===== config.mk =====
export PLATFORM = sky130hd
export DESIGN_NAME = acc_ctrl
export DESIGN_NICKNAME = d
export VERILOG_FILES = /design/src/acc_pkg.sv /design/src/acc_ctrl.sv
export SDC_FILE = /design/constraint.sdc
export NUM_CORES = 1
export LEC_CHECK = 0
export ABC_AREA = 0
export BUFFER_PORTS_ARGS = -buffer_cell sky130_fd_sc_hd__buf_2
export CAP_MARGIN = 5
export CORE_UTILIZATION = 35
export DETAILED_ROUTE_END_ITERATION = 8
export GPL_ROUTABILITY_DRIVEN = 0
export PLACE_DENSITY = 0.65
export RECOVER_POWER = 50
export SETUP_SLACK_MARGIN = 0.2
export SYNTH_ARGS = -nofsm -noshare
export SYNTH_HDL_FRONTEND = slang
export SYNTH_SLANG_ARGS = --single-unit
export TNS_END_PERCENT = 10

===== constraint.sdc =====
create_clock -name aclk -period 2.2 [get_ports aclk]
set_clock_uncertainty 0.2 [all_clocks]
set_input_delay 0.11 -clock aclk [delete_from_list [all_inputs] [get_ports aclk]]
set_output_delay 0.11 -clock aclk [all_outputs]
set_load 0.1 [all_outputs]

===== src/acc_pkg.sv =====
package acc_pkg;

  // ==========================================
  // register map (byte addresses)
  localparam logic [7:0] CSR_OFF = 8'h00;
  localparam logic [7:0] STS_OFF = 8'h04;
  localparam logic [7:0] IEN_OFF = 8'h08;
  localparam logic [7:0] ICLR_OFF = 8'h0C;

  // ==========================================
  // status and control field positions
  localparam int ENABLE_BIT = 7;
  localparam int REF_BIT = 6;
  localparam int FLAG_BIT = 5;
  localparam int IE_BIT = 4;
  localparam int ACO_BIT = 3;
  localparam int OPE_BIT = 2;
  localparam int MODE_LSB = 0;

  // ==========================================
  // interrupt status bit positions
  localparam int EVT_CMP = 0;
  localparam int EVT_RISE = 1;
  localparam int EVT_FALL = 2;
  localparam int EVT_W = 3;

  // ==========================================
  // reset values and counts
  localparam logic [7:0] CSR_RESET = 8'h00;
  localparam logic [2:0] EVT_RESET = 3'h0;
  localparam logic [1:0] WARM_CYCLES = 2'h3;

  // ==========================================
  // edge-select codes and bus answers
  localparam logic [1:0] MODE_RISE = 2'h1;
  localparam logic [1:0] MODE_BOTH = 2'h3;
  localparam logic [1:0] RESP_OKAY = 2'h0;
  localparam logic [1:0] RESP_SLVERR = 2'h2;

  typedef enum logic {
    ACC_IDLE,
    ACC_BUSY
  } acc_phase_t;

  function automatic logic acc_edge_hit(input logic [1:0] mode, input logic rise, input logic fall);
    logic hit;
    hit = 1'b0;
    if (mode == MODE_BOTH) begin
      hit = rise | fall;
    end else if (mode == MODE_RISE) begin
      hit = rise;
    end else begin
      hit = fall;
    end
    return hit;
  endfunction

endpackage


===== src/acc_ctrl.sv =====
// Register access over AXI4-Lite and the placing of the registers were left to the implementer.
`timescale 1ns/10ps
// How it works
// [RULE1] bit 7 enables the comparator; clear keeps it off
// [RULE2] bit 6 picks positive pin (0) or bandgap reference (1)
// [RULE3] selected output edge sets the event flag in bit 5
// [RULE4] writing one to bit 5 clears the flag; zero leaves it
// [RULE5] with bit 4 set, interrupt is high while the flag is set
// [RULE6] bit 3 reads the present comparator output, read-only
// [RULE7] output status bit resets to zero and reads zero while disabled
// [RULE8] bit 2 drives the comparator output onto the output pin
// [RULE9] bits 1:0: 00/10 falling, 01 rising, 11 either edge
// [RULE10] output is high when non-inverting input exceeds inverting input
// [RULE11] inverting input always comes from the negative-input pin
// [RULE12] all fields live in one 8-bit status and control register
// [RULE13] inactive in stop; deep stops return all state to reset (here sync_q[1:0] keep sampling comparator_raw)
// [RULE14] light stop keeps state; a reset exit returns to reset
// [RULE15] keeps comparing in wait mode so its interrupt can wake
// [RULE16] comparator output passes two flip-flops before any use
// [RULE17] reset clears every field and flag; disabled, no irq, no pin
module acc_ctrl #(
  parameter int ADDR_W = 8
) (
  input wire logic aclk,
  input wire logic aresetn,
  input wire logic [ADDR_W-1:0] s_axi_awaddr,
  input wire logic s_axi_awvalid,
  output logic s_axi_awready,
  input wire logic [31:0] s_axi_wdata,
  input wire logic [3:0] s_axi_wstrb,
  input wire logic s_axi_wvalid,
  output logic s_axi_wready,
  output logic [1:0] s_axi_bresp,
  output logic s_axi_bvalid,
  input wire logic s_axi_bready,
  input wire logic [ADDR_W-1:0] s_axi_araddr,
  input wire logic s_axi_arvalid,
  output logic s_axi_arready,
  output logic [31:0] s_axi_rdata,
  output logic [1:0] s_axi_rresp,
  output logic s_axi_rvalid,
  input wire logic s_axi_rready,
  input wire logic comparator_raw,
  input wire logic stop_light,
  input wire logic stop_deep,
  output logic comparator_enable,
  output logic reference_select,
  output logic comparator_output_pin,
  output logic output_pin_drive_n,
  output logic irq
);
  import acc_pkg::*;

  if (ADDR_W < 4 || ADDR_W > 8) begin
    $error("ADDR_W must be 4 to 8");
  end

  // ==========================================
  // bus slave state
  acc_phase_t wr_phase_q, wr_phase_d;
  logic aw_have_q, aw_have_d, w_have_q, w_have_d;
  logic [7:0] waddr_q, waddr_d, wbyte_q, wbyte_d;
  logic wstrb0_q, wstrb0_d;
  logic awready_q, awready_d, wready_q, wready_d, arready_q, arready_d;
  logic bvalid_q, bvalid_d, rvalid_q, rvalid_d;
  logic [1:0] bresp_q, bresp_d, rresp_q, rresp_d;
  logic [31:0] rdata_q, rdata_d;
  logic do_wr;
  logic [7:0] raddr;

  // ==========================================
  // block state
  logic [7:0] csr_q, csr_d;
  logic [EVT_W-1:0] sts_q, sts_d, ien_q, ien_d;
  logic [2:0] sync_q, sync_d;
  logic [1:0] warm_q, warm_d;
  logic en_out_q, en_out_d, ref_q, ref_d, pin_q, pin_d, pin_n_q, pin_n_d;
  logic irq_q, irq_d;
  logic active, comparator_output_value, rise, fall, evt;

  // ==========================================
  // bus slave
  always_comb begin
    raddr = 8'h00;
    raddr[ADDR_W-1:0] = s_axi_araddr;
    do_wr = aw_have_q & w_have_q & (wr_phase_q == ACC_IDLE);
    aw_have_d = aw_have_q;
    w_have_d = w_have_q;
    waddr_d = waddr_q;
    wbyte_d = wbyte_q;
    wstrb0_d = wstrb0_q;
    wr_phase_d = wr_phase_q;
    bvalid_d = bvalid_q;
    bresp_d = bresp_q;
    rvalid_d = rvalid_q;
    rresp_d = rresp_q;
    rdata_d = rdata_q;
    if (s_axi_awvalid && awready_q) begin
      aw_have_d = 1'b1;
      waddr_d = 8'h00;
      waddr_d[ADDR_W-1:0] = s_axi_awaddr;
    end
    if (s_axi_wvalid && wready_q) begin
      w_have_d = 1'b1;
      wbyte_d = s_axi_wdata[7:0];
      wstrb0_d = s_axi_wstrb[0];
    end
    if (do_wr) begin
      aw_have_d = 1'b0;
      w_have_d = 1'b0;
      wr_phase_d = ACC_BUSY;
      bvalid_d = 1'b1;
      unique case (waddr_q)
        CSR_OFF, STS_OFF, IEN_OFF, ICLR_OFF: bresp_d = RESP_OKAY;
        default: bresp_d = RESP_SLVERR;
      endcase
    end
    if (bvalid_q && s_axi_bready) begin
      bvalid_d = 1'b0;
      wr_phase_d = ACC_IDLE;
    end
    if (rvalid_q && s_axi_rready) begin
      rvalid_d = 1'b0;
    end
    if (s_axi_arvalid && arready_q) begin
      rvalid_d = 1'b1;
      rresp_d = RESP_OKAY;
      rdata_d = 32'h0000_0000;
      unique case (raddr)
        CSR_OFF: rdata_d[7:0] = {csr_q[7:4], comparator_output_value, csr_q[2:0]}; // [RULE6] [RULE12]
        STS_OFF: rdata_d[EVT_W-1:0] = sts_q;
        IEN_OFF: rdata_d[EVT_W-1:0] = ien_q;
        ICLR_OFF: rdata_d = 32'h0000_0000;
        default: rresp_d = RESP_SLVERR;
      endcase
    end
    awready_d = ~aw_have_d & (wr_phase_d == ACC_IDLE);
    wready_d = ~w_have_d & (wr_phase_d == ACC_IDLE);
    arready_d = ~rvalid_d;
  end

  always_ff @(posedge aclk) begin
    if (!aresetn) begin
      wr_phase_q <= ACC_IDLE;
      aw_have_q <= 1'b0;
      w_have_q <= 1'b0;
      waddr_q <= 8'h00;
      wbyte_q <= 8'h00;
      wstrb0_q <= 1'b0;
      awready_q <= 1'b0;
      wready_q <= 1'b0;
      arready_q <= 1'b0;
      bvalid_q <= 1'b0;
      bresp_q <= RESP_OKAY;
      rvalid_q <= 1'b0;
      rresp_q <= RESP_OKAY;
      rdata_q <= 32'h0000_0000;
    end else begin
      wr_phase_q <= wr_phase_d;
      aw_have_q <= aw_have_d;
      w_have_q <= w_have_d;
      waddr_q <= waddr_d;
      wbyte_q <= wbyte_d;
      wstrb0_q <= wstrb0_d;
      awready_q <= awready_d;
      wready_q <= wready_d;
      arready_q <= arready_d;
      bvalid_q <= bvalid_d;
      bresp_q <= bresp_d;
      rvalid_q <= rvalid_d;
      rresp_q <= rresp_d;
      rdata_q <= rdata_d;
    end
  end

  // ==========================================
  // comparator sampling and edge detect
  always_comb begin
    // comparing stops in light stop; wait mode is not gated
    active = csr_q[ENABLE_BIT] & ~stop_light & ~stop_deep; // [RULE15]
    sync_d[0] = comparator_raw; // [RULE16] [RULE10]
    sync_d[1] = sync_q[0]; // [RULE16]
    sync_d[2] = active & sync_q[1];
    warm_d = 2'h0;
    if (active) begin
      warm_d = (warm_q == WARM_CYCLES) ? warm_q : warm_q + 2'h1;
    end
    // bit 3 stays low until the chain holds post-enable samples
    comparator_output_value = active & warm_q[1] & sync_q[1]; // [RULE7] [RULE6]
    // edges only once the chain holds real samples
    rise = (warm_q == WARM_CYCLES) & active & sync_q[1] & ~sync_q[2];
    fall = (warm_q == WARM_CYCLES) & active & ~sync_q[1] & sync_q[2];
    evt = acc_edge_hit(csr_q[MODE_LSB +: 2], rise, fall); // [RULE9] [RULE3]
  end

  always_ff @(posedge aclk) begin
    if (!aresetn) begin
      sync_q <= 3'h0;
      warm_q <= 2'h0;
    end else begin
      sync_q <= sync_d;
      warm_q <= warm_d;
    end
  end

  // ==========================================
  // registers and outputs
  always_comb begin
    csr_d = csr_q;
    ien_d = ien_q;
    sts_d = sts_q;
    if (do_wr && wstrb0_q) begin
      unique case (waddr_q)
        CSR_OFF: begin
          csr_d[ENABLE_BIT] = wbyte_q[ENABLE_BIT]; // [RULE1]
          csr_d[REF_BIT] = wbyte_q[REF_BIT]; // [RULE2]
          csr_d[IE_BIT] = wbyte_q[IE_BIT];
          csr_d[OPE_BIT] = wbyte_q[OPE_BIT];
          csr_d[MODE_LSB +: 2] = wbyte_q[MODE_LSB +: 2];
          if (wbyte_q[FLAG_BIT]) begin
            csr_d[FLAG_BIT] = 1'b0; // [RULE4]
          end
        end
        IEN_OFF: ien_d = wbyte_q[EVT_W-1:0];
        ICLR_OFF: sts_d = sts_q & ~wbyte_q[EVT_W-1:0];
        default: ;
      endcase
    end
    csr_d[ACO_BIT] = 1'b0;
    // a new event beats a same-cycle clear
    if (evt) begin
      csr_d[FLAG_BIT] = 1'b1; // [RULE3]
    end
    sts_d = sts_d | {fall, rise, evt};
    if (stop_deep) begin
      csr_d = CSR_RESET; // [RULE13]
      sts_d = EVT_RESET;
      ien_d = EVT_RESET;
    end
    en_out_d = csr_d[ENABLE_BIT] & ~stop_light & ~stop_deep; // [RULE1] [RULE13] [RULE14]
    ref_d = csr_d[REF_BIT]; // [RULE2] [RULE11]
    pin_d = csr_d[OPE_BIT] & en_out_d & comparator_output_value; // [RULE8]
    pin_n_d = ~(csr_d[OPE_BIT] & csr_d[ENABLE_BIT]); // [RULE8]
    irq_d = (csr_d[FLAG_BIT] & csr_d[IE_BIT]) | (|(sts_d & ien_d)); // [RULE5]
  end

  always_ff @(posedge aclk) begin
    if (!aresetn) begin
      csr_q <= CSR_RESET; // [RULE17] [RULE14]
      sts_q <= EVT_RESET;
      ien_q <= EVT_RESET;
      en_out_q <= 1'b0;
      ref_q <= 1'b0;
      pin_q <= 1'b0;
      pin_n_q <= 1'b1;
      irq_q <= 1'b0;
    end else begin
      csr_q <= csr_d;
      sts_q <= sts_d;
      ien_q <= ien_d;
      en_out_q <= en_out_d;
      ref_q <= ref_d;
      pin_q <= pin_d;
      pin_n_q <= pin_n_d;
      irq_q <= irq_d;
    end
  end

  assign s_axi_awready = awready_q;
  assign s_axi_wready = wready_q;
  assign s_axi_bvalid = bvalid_q;
  assign s_axi_bresp = bresp_q;
  assign s_axi_arready = arready_q;
  assign s_axi_rvalid = rvalid_q;
  assign s_axi_rresp = rresp_q;
  assign s_axi_rdata = rdata_q;
  assign comparator_enable = en_out_q;
  assign reference_select = ref_q;
  assign comparator_output_pin = pin_q;
  assign output_pin_drive_n = pin_n_q;
  assign irq = irq_q;

  // ==========================================
  // checks
  enable_off_a: assert property (@(posedge aclk) disable iff (!aresetn) // [RULE1]
    !csr_q[ENABLE_BIT] |-> !comparator_enable)
    else $error("comparator enabled while bit clear");

  ref_follow_a: assert property (@(posedge aclk) disable iff (!aresetn) // [RULE2]
    reference_select == csr_q[REF_BIT])
    else $error("reference select differs from register");

  flag_set_a: assert property (@(posedge aclk) disable iff (!aresetn) // [RULE3]
    evt && !stop_deep |=> csr_q[FLAG_BIT])
    else $error("edge event did not set flag");

  flag_clear_a: assert property (@(posedge aclk) disable iff (!aresetn) // [RULE4]
    do_wr && wstrb0_q && waddr_q == CSR_OFF && wbyte_q[FLAG_BIT] && !evt |=> !csr_q[FLAG_BIT])
    else $error("write one did not clear flag");

  irq_flag_a: assert property (@(posedge aclk) disable iff (!aresetn) // [RULE5]
    csr_q[FLAG_BIT] && csr_q[IE_BIT] |-> irq)
    else $error("enabled flag without interrupt");

  aco_off_a: assert property (@(posedge aclk) disable iff (!aresetn) // [RULE7]
    !csr_q[ENABLE_BIT] [*2] |-> !sync_q[2] && !comparator_output_value)
    else $error("output status not zero while disabled");

  pin_off_a: assert property (@(posedge aclk) disable iff (!aresetn) // [RULE8]
    !csr_q[OPE_BIT] |-> output_pin_drive_n && !comparator_output_pin)
    else $error("pin driven while output disabled");

  sync_delay_a: assert property (@(posedge aclk) disable iff (!aresetn) // [RULE16]
    rise |-> $past(comparator_raw, 2) && !$past(comparator_raw, 3))
    else $error("rising edge without two-stage delay");

  deep_reset_a: assert property (@(posedge aclk) disable iff (!aresetn) // [RULE13]
    stop_deep |=> csr_q == CSR_RESET && !irq && !comparator_enable)
    else $error("deep stop did not restore reset state");

endmodule


* Yosys cells after proc, flatten, opt, wreduce, memory -nomap -nowiden
Index checks and enable logic that the tools add are counted. W data, S select, Z words.
Cells by class: add/subtract/negate cells 1, muxes and demuxes 27, eq/ne operators 9, reductions and logical operators 15, bitwise logic cells 37
Operators with widths (number):
- $eq A8 B4 Y1 const B | 4
- $mux W3 | 8
- $and A1 B1 Y1 | 20
- $eq A8 B3 Y1 const B | 2
- $logic_not A8 Y1 | 2
- $mux W1 | 12
- $not A1 Y1 | 11
- $pmux W3 S3 | 1
- $mux W4 | 2
- $mux W8 | 1
- $reduce_or A4 Y1 | 2
- $and A3 B3 Y3 | 2
- $logic_and A1 B1 Y1 | 6
- $mux W5 | 1
- $eq A2 B2 Y1 const B | 2
- $mux W2 | 2
- $reduce_and A2 Y1 | 2
- $reduce_or A2 Y1 | 2
- $not A3 Y3 | 1
- $or A3 B3 Y3 | 1
- $reduce_or A3 Y1 | 1
- $add A2 B1 Y2 const B | 1
- $eq A2 B1 Y1 const B | 1
- $or A1 B1 Y1 | 2
Storage, ports and cells: bits of input ports 62, output and inout port bits 46, bits in registers 61

* Depth between registers and ports, before layout
Gate-level depths: netlist (run 1).
depth after elaboration 14, mapped depth 8, mapped depth without buffers 6

* Least setup slack after synthesis (run 1)
Ideal clock, no wire load.
path type register to register, from register waddr_q[0], to register irq_q, in the netlist irq, arrival 2.061 ns, period minus slack after synthesis 2.386 ns, cell stages (with the launch flop) 7, path buffers 1, path slack -0.186 ns, path through dfxtp_1 or4_4 or4_4 buf_6 o21ai_2 nand2_1 a2111o_1
On the way: longest elaborated chain between the ends 8, elaborated cells on any way between the ends 18, classes of those cells eq/ne: 2; mux: 10; bitwise: 4; reduce/logical: 2
Ends and longest elaborated chain:
- start, declared | line acc_ctrl.sv:62 | logic [7:0] waddr_q, waddr_d, wbyte_q, wbyte_d;
- start signal, assigned | line acc_ctrl.sv:162 | waddr_q <= waddr_d;
- $eq A8 B4 Y1 | line acc_ctrl.sv:213 | unique case (waddr_q)
- $mux W3 | line acc_ctrl.sv:213
- $mux W3 | line acc_ctrl.sv:212 | if (do_wr && wstrb0_q) begin
- $or A3 B3 Y3 | line acc_ctrl.sv:234 | sts_d = sts_d | {fall, rise, evt};
- $mux W3 | line acc_ctrl.sv:235 | if (stop_deep) begin
- $and A3 B3 Y3 | line acc_ctrl.sv:244 | irq_d = (csr_d[FLAG_BIT] & csr_d[IE_BIT]) | (|(sts_d & ien_d));
- $reduce_or A3 Y1 | line acc_ctrl.sv:244
- $or A1 B1 Y1 (*) | line acc_ctrl.sv:244
- end signal, assigned | line acc_ctrl.sv:265 | irq_q <= irq_d;
- end, declared | line acc_ctrl.sv:78 | logic irq_q, irq_d;
Mark *: on every way between the ends. The rest lies on a longest branch, timed or not. A chain may end at the register's enable or synchronous reset.

* Worst setup path after layout (run 1)
from register waddr_q[5], to register irq_q, in the netlist irq
Same word-level chain as after synthesis.

==> results.toml, run 1 <==
[timing]
post-route-min-period_ns = 2.33
setup_viol_count_final = 3
rsz0062_at_grt = "true"
drv_slew = 0
hold_viol = 0
layout_setup_ws_ns = -0.133
worst_pin_slew_ns = 1.17
fmaxAchievable_mhz = 429
fin_crit_sh_pct = 106
slew_headroom_pct = 22.5

[logic_synthesis]
netlist_area_um2 = 2520
synth_top_area_share_pct = 44.5
ys_types = 40
ys_top_cells_by_area = "dfxtp_1 44%, nand2_1 8.3%, buf_4 7.7%, a21boi_0 5.7%, mux2i_1 4.4%"
yosysSeqAreaShare_pct = 44.5
synthArstFlopShare_pct = 0
ys_seq_elements = 56
synthTopCellsByCount = "56 x dfxtp_1, 56 x nand2_1, 26 x buf_4, 19 x a21boi_0, 17 x nor2_1"
yosys.area.top_type = "dfxtp_1"
synth_ff_type = "dfxtp_1"
synth-edff-count = 0
synth_warnings = 0
syn_avg_cell_area_um2 = 8.66
netlist_instances = 291

[critical_path]
startpoint = "waddr_q[5]"
r2r-start = "waddr_q[5]"
cp_max_fo = 6
slowest_delay_ns = 0.58
start_kind = "flip-flop"
critical-path-slowest-cell = "or4_4"
reg2regPathDepth = 5
end_kind = "flip-flop"
crit_arrival_ns = 2.33
crit_chain = "or4_4, or4_4, a32oi_2, a211oi_2, a2111o_1"
critPathRequiredTime_ns = 2.19
reg2reg_setup_slack_ns = -0.13
crit_type = "reg2reg"
r2r_end = "irq"
cpMostUsedCell = "or4_4"

[global_route]
grtUsageTotal_pct = 15.0
gr-total-overflow = 0
grt_pass1_vias = 1974
grt_max_degree = 25
grt_use_met3_pct = 2.84
grt_busiest_layer = "met2"
grt_pass1_wl_um = 8930
antenna_found_initial = 0
use_met1_pct = 20.0
use_met2_pct = 25.1

[power_and_ir_drop]
p_sw_uw = 667
seq_power_share_pct = 50.9
p_clk_share_pct = 27.9
sw_frac_of_total_pct = 31.9
powerDensity_nw_per_um2 = 647
comb_power_share_pct = 21.1
p_int_uw = 1420
max-vdd-ir-drop_mv = 0.445
p_leak_uw = 0.00128

[min_path]
hp-start = "s_axi_araddr[2]"
hold_class = "in2reg"
holdPathEnd = "s_axi_rdata[0]"
holdPathStages = 4

[die]
die-area_um2 = 7540
chipWidth_um = 86.9
start_util_pct = 36.7
fp.coreArea_um2 = 6870
die_y_um = 86.9
io_pins = 108
row_count = 30

[clocking]
clk_root_buffer_cell = "clkbuf_8"
htreeDepth = 2
cts_buffers = 5
clock_latency_ns = 0.30
cts.clk_slew.worst_paths_ns = 0.09
clk_path_buf_depth = 2
cts_sinks = 56
post_cts_buffers = 0
cts_tree = "done"

[placement]
dpl.hpwl_um = 4010
place_ws_ns = -0.124
dp.cells = 443
io_buffer_count = 53

[finish]
fin_nets = 441
area_growth_pct = 28.2
layout-drive-gt1-share_pct = 21.2
antenna_cells = 0
multi_input_area_um2 = 1260
finalNonFillerCells = 474
nFillCells = 699
register_area_um2 = 1120

[route]
drc_errors = 0
first_iter_violations = 98
wl_per_cell_um = 11.5
dr.pass1.iters = 6
vias = 2149
ant_nets = 0
viasPerCell = 4.53
drt-total-wl_um = 5470

[run_status]
violations = "setup timing"
status = "complete, but fails checks"

[run]
drv_cap = 0
worst max path at each step:
stage,end,slack [ns],depth (start not counted)
floorplan,irq,-0.08,6
global placement,irq,-0.09,5
detailed placement,irq,-0.12,5
CTS,irq,-0.12,5
global route,irq,-0.22,5
finish,irq,-0.13,5
logic make-up after synthesis:
logic type	share of synthesized area, %
flip-flops	44.5
adder cells (fa/ha/maj)	0.496
XOR/XNOR	0.348
AND/OR/NAND/NOR	25.1
buffers and inverters	10.4
other	0.149
multiplexers	4.37
AO/OA/AOI/OAI	14.6
per-layer routing:
metal / up-vias / share of wire, %
li1: 1109 / -
met1: 965 / 51
met2: 73 / 44
met3: 2 / 5.0
met4: 0 / 0.49
met5: - / 0
cell usage in the layout, fill, tap and decap left out, types with 2 or more instances in the layout:
master	instances
dfxtp_2	3
dfxtp_1	53
clkbuf_1	13
buf_2	41
clkbuf_8	7
inv_1	4
nor2b_1	11
buf_4	14
dlygate4sd3_1	24
or4_4	3
mux2i_1	10
a21oi_1	9
or2_2	3
and2_0	2
nor3b_1	3
o32ai_1	2
nor2_1	17
nor4_1	4
and2_1	7
o21ai_2	3
a22oi_1	7
nor3_1	3
nand2_1	55
a21boi_0	19
o21ai_0	5
nand3_1	4
conb_1	26
nand2b_1	7
stage by stage:
step	utilization [%]	power (uW)	setup TNS, ns	instance area [um^2]	hold WS [ns]
after floorplan	-	1460	-0.0780	2630	-0.0176
after global placement	42.0	1490	-0.0905	2890	0.124
after detailed placement	42.0	1500	-0.188	2890	0.128
after CTS	47.0	2110	-0.173	3230	0.0694
after global routing	47.0	2180	-0.462	3230	0.0975
final	47.0	2090	-0.173	3230	0.0729
flip-flops by register name (all words and copies together), names as in the netlist:
register,flops
s_axi_rresp,1
s_axi_bvalid,1
csr_q,7
w_have_q,1
wstrb0_q,1
s_axi_bresp,1
warm_q,2
irq,1
s_axi_wready,1
wbyte_q,7
s_axi_rdata,8
aw_have_q,1
sts_q,3
sync_q,3
ien_q,3
comparator_enable,1
comparator_output_pin,1
wr_phase_q,1
output_pin_drive_n,1
waddr_q,8
s_axi_arready,1
s_axi_awready,1
s_axi_rvalid,1
repair_timing:
action	in CTS	in global routing
hold endpoints to repair	33	0
endpoints found under the setup margin	9	17
hold buffers	24	0
pin swaps	4	6
gates resized for setup	3	7
final cells by class:
class / count / share of cell area (%)
Clock buffer: 7 / 2.98
Inverter: 4 / 0.465
Multi-Input combinational cell: 218 / 39.1
Sequential cell: 56 / 34.8
Tap cell: 96 / 3.72
Timing Repair Buffer: 93 / 18.9
power by group through the flow:
stage	clock (uW)	sequential, uW	combinational (uW)
after floorplan	0	1140	322
after global placement	0	1090	408
after detailed placement	0	1090	410
after CTS	599	1060	443
after global routing	644	1070	469
final	584	1060	442
worst max-delay path, delay by kind of cell (launching register included):
family / cells / cell delay (ns)
simple gates: 2 / 1.04
compound gates: 3 / 0.66
flops: 1 / 0.33
Power figures use the tool's default switching activity.
==> run 2, diff against run 1 <==
--- a/config.mk
+++ b/config.mk
@@ -11,7 +11,7 @@
 export CORE_UTILIZATION = 35
 export DETAILED_ROUTE_END_ITERATION = 8
 export GPL_ROUTABILITY_DRIVEN = 0
-export PLACE_DENSITY = 0.65
+export PLACE_DENSITY_LB_ADDON = 0.2
 export RECOVER_POWER = 50
 export SETUP_SLACK_MARGIN = 0.2
 export SYNTH_ARGS = -nofsm -noshare
==> run 2 against run 1 <==
  * The run still ends with setup timing left
  * Non-clock buffer count did not move
  * Utilization grew 0.35 points
  * Routed wire length is 4.6% lower
  * Flip-flop and latch count unchanged
  * Count of clock-buffer cells in the layout stayed put
  * Clock power increased by 23%
  * Cell area rose by 0.74%
  * First-iteration DRC count grew 6.1%
  * Combinational power decreased by 1%
  * Worst hold slack improved by 0.0054 ns
  * Via count fell by 0.93%
  * Final cell count rose by 0.21%
==> results.toml, run 2 (synthesized netlist as in run 1, its figures left out) <==
[route]
route.met3.wl_um = 211
first_iter_violations = 104
drt-total-wl_um = 5220
wl_per_cell_um = 11.0
drc_errors = 0
dr.pass1.iters = 4
top_layer = "met4"
vias = 2129
dr_wl_met2_um = 2480
viasPerCell = 4.48
drt-met1-wl_um = 2470
ant_nets = 0

[clocking]
cts.clk_slew.worst_paths_ns = 0.09
cts_tree = "done"
htreeDepth = 2
cts_sinks = 56
clk_path_buf_depth = 2
clk_root_buffer_cell = "clkbuf_8"
cts_buffers = 5
clock_latency_ns = 0.30

[global_route]
antenna_found_initial = 0
gr-total-overflow = 0
grt_pass1_wl_um = 8580
grtUsageTotal_pct = 14.5
grt_pass1_vias = 1939
grt_max_degree = 25

[timing]
post-route-min-period_ns = 2.28
hold_viol = 0
fin_crit_sh_pct = 104
worst_pin_slew_ns = 1.17
setup_viol_count_final = 1
drv_slew = 0
slew_headroom_pct = 22.0
rsz0062_at_grt = "true"
layout_setup_ws_ns = -0.0807
fmaxAchievable_mhz = 438

[finish]
area_growth_pct = 29.1
multi_input_area_um2 = 1260
finish.utilization_pct = 47.4
antenna_cells = 0
finalNonFillerCells = 475
fin_nets = 441
register_area_um2 = 1120
nFillCells = 708
layout_common_cells = "56 x nand2_1, 55 x dfxtp_1, 40 x buf_2"
final_common_cell = "nand2_1"
layout-drive-gt1-share_pct = 20.3

[critical_path]
reg2regPathDepth = 5
r2r_end = "irq"
r2r-start = "waddr_q[5]"
end_kind = "flip-flop"
reg2reg_setup_slack_ns = -0.08
cp_max_fo = 6
crit_type = "reg2reg"
start_kind = "flip-flop"
crit_arrival_ns = 2.27
critPathRequiredTime_ns = 2.19

[power_and_ir_drop]
p_leak_uw = 0.00129
p_int_uw = 1540
seq_power_share_pct = 47.9
powerDensity_nw_per_um2 = 682
comb_power_share_pct = 19.7
max-vdd-ir-drop_mv = 0.342
p_clk_share_pct = 32.4
sw_frac_of_total_pct = 30.5
p_sw_uw = 678

[min_path]
hp-start = "s_axi_araddr[1]"
holdPathStages = 4
hold_class = "in2reg"
holdPathEnd = "s_axi_rresp[1]"

[die]
chipWidth_um = 86.9
die_y_um = 86.9
row_count = 30
fp.coreArea_um2 = 6870
io_pins = 108
die-area_um2 = 7540
start_util_pct = 36.7

[placement]
dp.cells = 442
dpl.hpwl_um = 3880
io_buffer_count = 53

[run]
drv_cap = 0

[run_status]
status = "complete, but fails checks"
violations = "setup timing"
-- run 2: final cells by class --
cell class	instances	share of cell area, %
well taps	96	3.69
multi-input cells	218	38.7
repair buffers	93	18.8
clock inverters	1	0.923
inverters	4	0.462
clock buffers	7	2.96
flip-flops and latches	56	34.5
-- run 2: critical path: stages, from the launching register on --
cell	delay, ns
dfxtp_1	0.32
or4_4	0.59
or4_4	0.48
o21ai_2	0.17
nand2_1	0.07
a2111o_1	0.35
-- run 2: power by group through the flow --
stage	clock, uW	combinational, uW	sequential, uW
after floorplan	0	322	1140
after CTS	743	439	1060
after global routing	793	464	1070
after global placement	0	404	1090
after detailed placement	0	406	1090
final	719	436	1060
-- run 2: layer usage --
metal,track usage (%),up-vias
met5,0,-
met3,2.84,7
met2,25.7,59
met1,17.7,959
li1,-,1104
met4,4.09,0
-- run 2: how the worst max path moves through the flow --
stage                    start   to  slack (ns)
floorplan           waddr_q[5]  irq       -0.08
global placement    waddr_q[5]  irq       -0.09
detailed placement  waddr_q[5]  irq       -0.09
CTS                 waddr_q[0]  irq       -0.10
global route        waddr_q[5]  irq       -0.14
finish              waddr_q[5]  irq       -0.08
-- run 2: per-stage QoR --
| stage | setup TNS (ns) | setup WS (ns) | total power [uW] | area [um^2] | hold WS, ns |
|---|---|---|---|---|---|
| final | -0.0807 | -0.0807 | 2220 | 3250 | 0.0784 |
| after floorplan | -0.0780 | -0.0780 | 1460 | 2630 | -0.0176 |
| after global placement | -0.0939 | -0.0939 | 1490 | 2880 | 0.117 |
| after detailed placement | -0.0902 | -0.0902 | 1490 | 2880 | 0.118 |
| after global routing | -0.264 | -0.145 | 2320 | 3250 | 0.0921 |
| after CTS | -0.102 | -0.102 | 2250 | 3260 | 0.0687 |
-- run 2: repair_timing --
item / 4_1_cts / 5_1_grt
pin swaps: 4 / 1
endpoints found under the hold margin: 34 / 0
gates cloned: 0 / 0
setup endpoints to repair: 9 / 17
hold buffers: 24 / 0
buffers inserted: 1 / 0
gates resized for setup: 2 / 2
==> run 3, diff against run 2 <==
--- a/config.mk
+++ b/config.mk
@@ -5,14 +5,13 @@
 export SDC_FILE = /design/constraint.sdc
 export NUM_CORES = 1
 export LEC_CHECK = 0
-export ABC_AREA = 0
 export BUFFER_PORTS_ARGS = -buffer_cell sky130_fd_sc_hd__buf_2
 export CAP_MARGIN = 5
 export CORE_UTILIZATION = 35
 export DETAILED_ROUTE_END_ITERATION = 8
 export GPL_ROUTABILITY_DRIVEN = 0
 export PLACE_DENSITY_LB_ADDON = 0.2
-export RECOVER_POWER = 50
+export RECOVER_POWER = 25
 export SETUP_SLACK_MARGIN = 0.2
 export SYNTH_ARGS = -nofsm -noshare
 export SYNTH_HDL_FRONTEND = slang
==> run 3 against run 2 <==
  * The run still ends with setup timing left
  * Power about the same
  * Combinational power about the same
  * First-iteration DRC count down 0.96%
  * Clock power hardly changed
  * Via count did not move
  * Highest routed layer unchanged
==> results.toml, run 3 (synthesized netlist as in run 1, its figures left out) <==
[min_path]
hold_class = "in2reg"
hp-start = "s_axi_araddr[1]"

[die]
start_util_pct = 36.7
chipWidth_um = 86.9
row_count = 30
fp.coreArea_um2 = 6870
die_y_um = 86.9
die-area_um2 = 7540
io_pins = 108

[finish]
area_growth_pct = 29.5
layout_common_cells = "56 x nand2_1, 55 x dfxtp_1, 49 x buf_2"
finish.utilization_pct = 47.5
stdcell_area_um2 = 3260
antenna_cells = 0
layout-drive-gt1-share_pct = 22.7
fin_nets = 441
final_common_cell = "nand2_1"
nFillCells = 707

[global_route]
grtUsageTotal_pct = 14.5
use_met1_pct = 17.7
grt_use_met3_pct = 2.84
grt_max_degree = 25
use_met2_pct = 25.7
grt_pass1_wl_um = 8580
gr-total-overflow = 0
grt_busiest_layer = "met2"
grt_pass1_vias = 1939
antenna_found_initial = 0

[route]
drt-total-wl_um = 5200
drc_errors = 0
viasPerCell = 4.48
ant_nets = 0
wl_per_cell_um = 11.0
first_iter_violations = 103
dr.pass1.iters = 4
vias = 2129

[critical_path]
startpoint = "waddr_q[5]"
cp-endpoint = "irq"
crit_arrival_ns = 2.27
start_kind = "flip-flop"
critical-path-slowest-cell = "or4_4"
crit_family = "simple AND/OR/NAND/NOR gates"
crit_cells = 5
reg2reg_setup_slack_ns = -0.08
end_kind = "flip-flop"
r2r_end = "irq"
slowest_delay_ns = 0.59
r2r-start = "waddr_q[5]"
cpMostUsedCell = "or4_4"
cp_max_fo = 6
crit_chain = "or4_4, or4_4, o21ai_2, nand2_1, a2111o_1"
critPathRequiredTime_ns = 2.19
crit_buf_inv = 0
crit_type = "reg2reg"
reg2regPathDepth = 5

[power_and_ir_drop]
seq_power_share_pct = 47.9
p_int_uw = 1540
p_clk_share_pct = 32.4
p_sw_uw = 677
powerDensity_nw_per_um2 = 680
p_leak_uw = 0.00133
comb_power_share_pct = 19.7
sw_frac_of_total_pct = 30.5
max-vdd-ir-drop_mv = 0.342

[timing]
rsz0062_at_grt = "true"
setup_viol_count_final = 1
slew_headroom_pct = 22.8
drv_slew = 0
fmaxAchievable_mhz = 438
post-route-min-period_ns = 2.28
fin_crit_sh_pct = 104
worst_pin_slew_ns = 1.16
layout_setup_ws_ns = -0.0807
hold_viol = 0

[clocking]
htreeDepth = 2
clk_path_buf_depth = 2
clock_latency_ns = 0.30
cts_tree = "done"
cts_sinks = 56
cts.clk_slew.worst_paths_ns = 0.09
clk_root_buffer_cell = "clkbuf_8"
cts_buffers = 5

[run_status]
status = "complete, but fails checks"
violations = "setup timing"

[placement]
postPlaceCellArea_um2 = 2880
io_buffer_count = 53
dpl.hpwl_um = 3880

[run]
drv_cap = 0
-- run 3: cell types whose count changed in the layout (fill, tap and decap cells not counted) --
| cell | before | now |
|---|---|---|
| clkbuf_1 | 13 | 4 |
| buf_2 | 40 | 49 |
-- run 3: power by group through the flow --
stage	clock network (uW)	logic [uW]	registers [uW]
6_report	719	437	1060
2_1_floorplan	0	322	1140
3_3_place_gp	0	404	1090
5_1_grt	793	465	1070
3_5_place_dp	0	406	1090
4_1_cts	743	439	1060
-- run 3: what timing repair did --
item / CTS / global route
pin swaps: 4 / 1
setup buffers: 1 / 0
hold buffers: 24 / 0
endpoints found under the setup margin: 9 / 17
gates resized for setup: 2 / 2
endpoints found under the hold margin: 34 / 0
-- run 3: per-stage QoR --
| stage | worst slack (ns) | hold WS, ns | setup TNS [ns] | total power [uW] | std cells |
|---|---|---|---|---|---|
| 2_1_floorplan | -0.0780 | -0.0176 | -0.0780 | 1460 | 316 |
| 3_3_place_gp | -0.0939 | 0.117 | -0.0939 | 1490 | 442 |
| 3_5_place_dp | -0.0902 | 0.118 | -0.0902 | 1490 | 442 |
| 4_1_cts | -0.102 | 0.0687 | -0.102 | 2250 | 475 |
| 5_1_grt | -0.145 | 0.0921 | -0.264 | 2330 | 475 |
| 6_report | -0.0807 | 0.0782 | -0.0807 | 2220 | 475 |
-- run 3: worst min-delay path by stage --
| stage | end | depth (start not counted) | slack, ns |
|---|---|---|---|
| floorplan | comparator_enable | 1 | -0.02 |
| global placement | comparator_enable | 2 | 0.12 |
| detailed placement | comparator_enable | 2 | 0.12 |
| CTS | wbyte_q[7] | 4 | 0.07 |
| global route | s_axi_rdata[0] | 4 | 0.09 |
| finish | s_axi_rresp[1] | 4 | 0.08 |
-- run 3: layer usage --
metal	vias up	share of wire, %
li1	1105	-
met1	958	47
met2	59	48
met3	7	4.1
met4	0	1.2
met5	-	0
-- run 3: tightest hold or removal path: stages --
cell,delay [ns]
buf_2,0.08
nor4_2,0.04
buf_4,0.13
nor3b_1,0.17
-- run 3: area by class of cell --
class | instances | area, um^2 | share of cell area, %
clock inverter | 1 | 30.0 | 0.920
tap | 96 | 120 | 3.68
timing repair buffer | 93 | 622 | 19.0
inverter | 4 | 15.0 | 0.460
sequential | 56 | 1120 | 34.4
multi-input combinational | 218 | 1260 | 38.6
clock buffer | 7 | 96.3 | 2.95
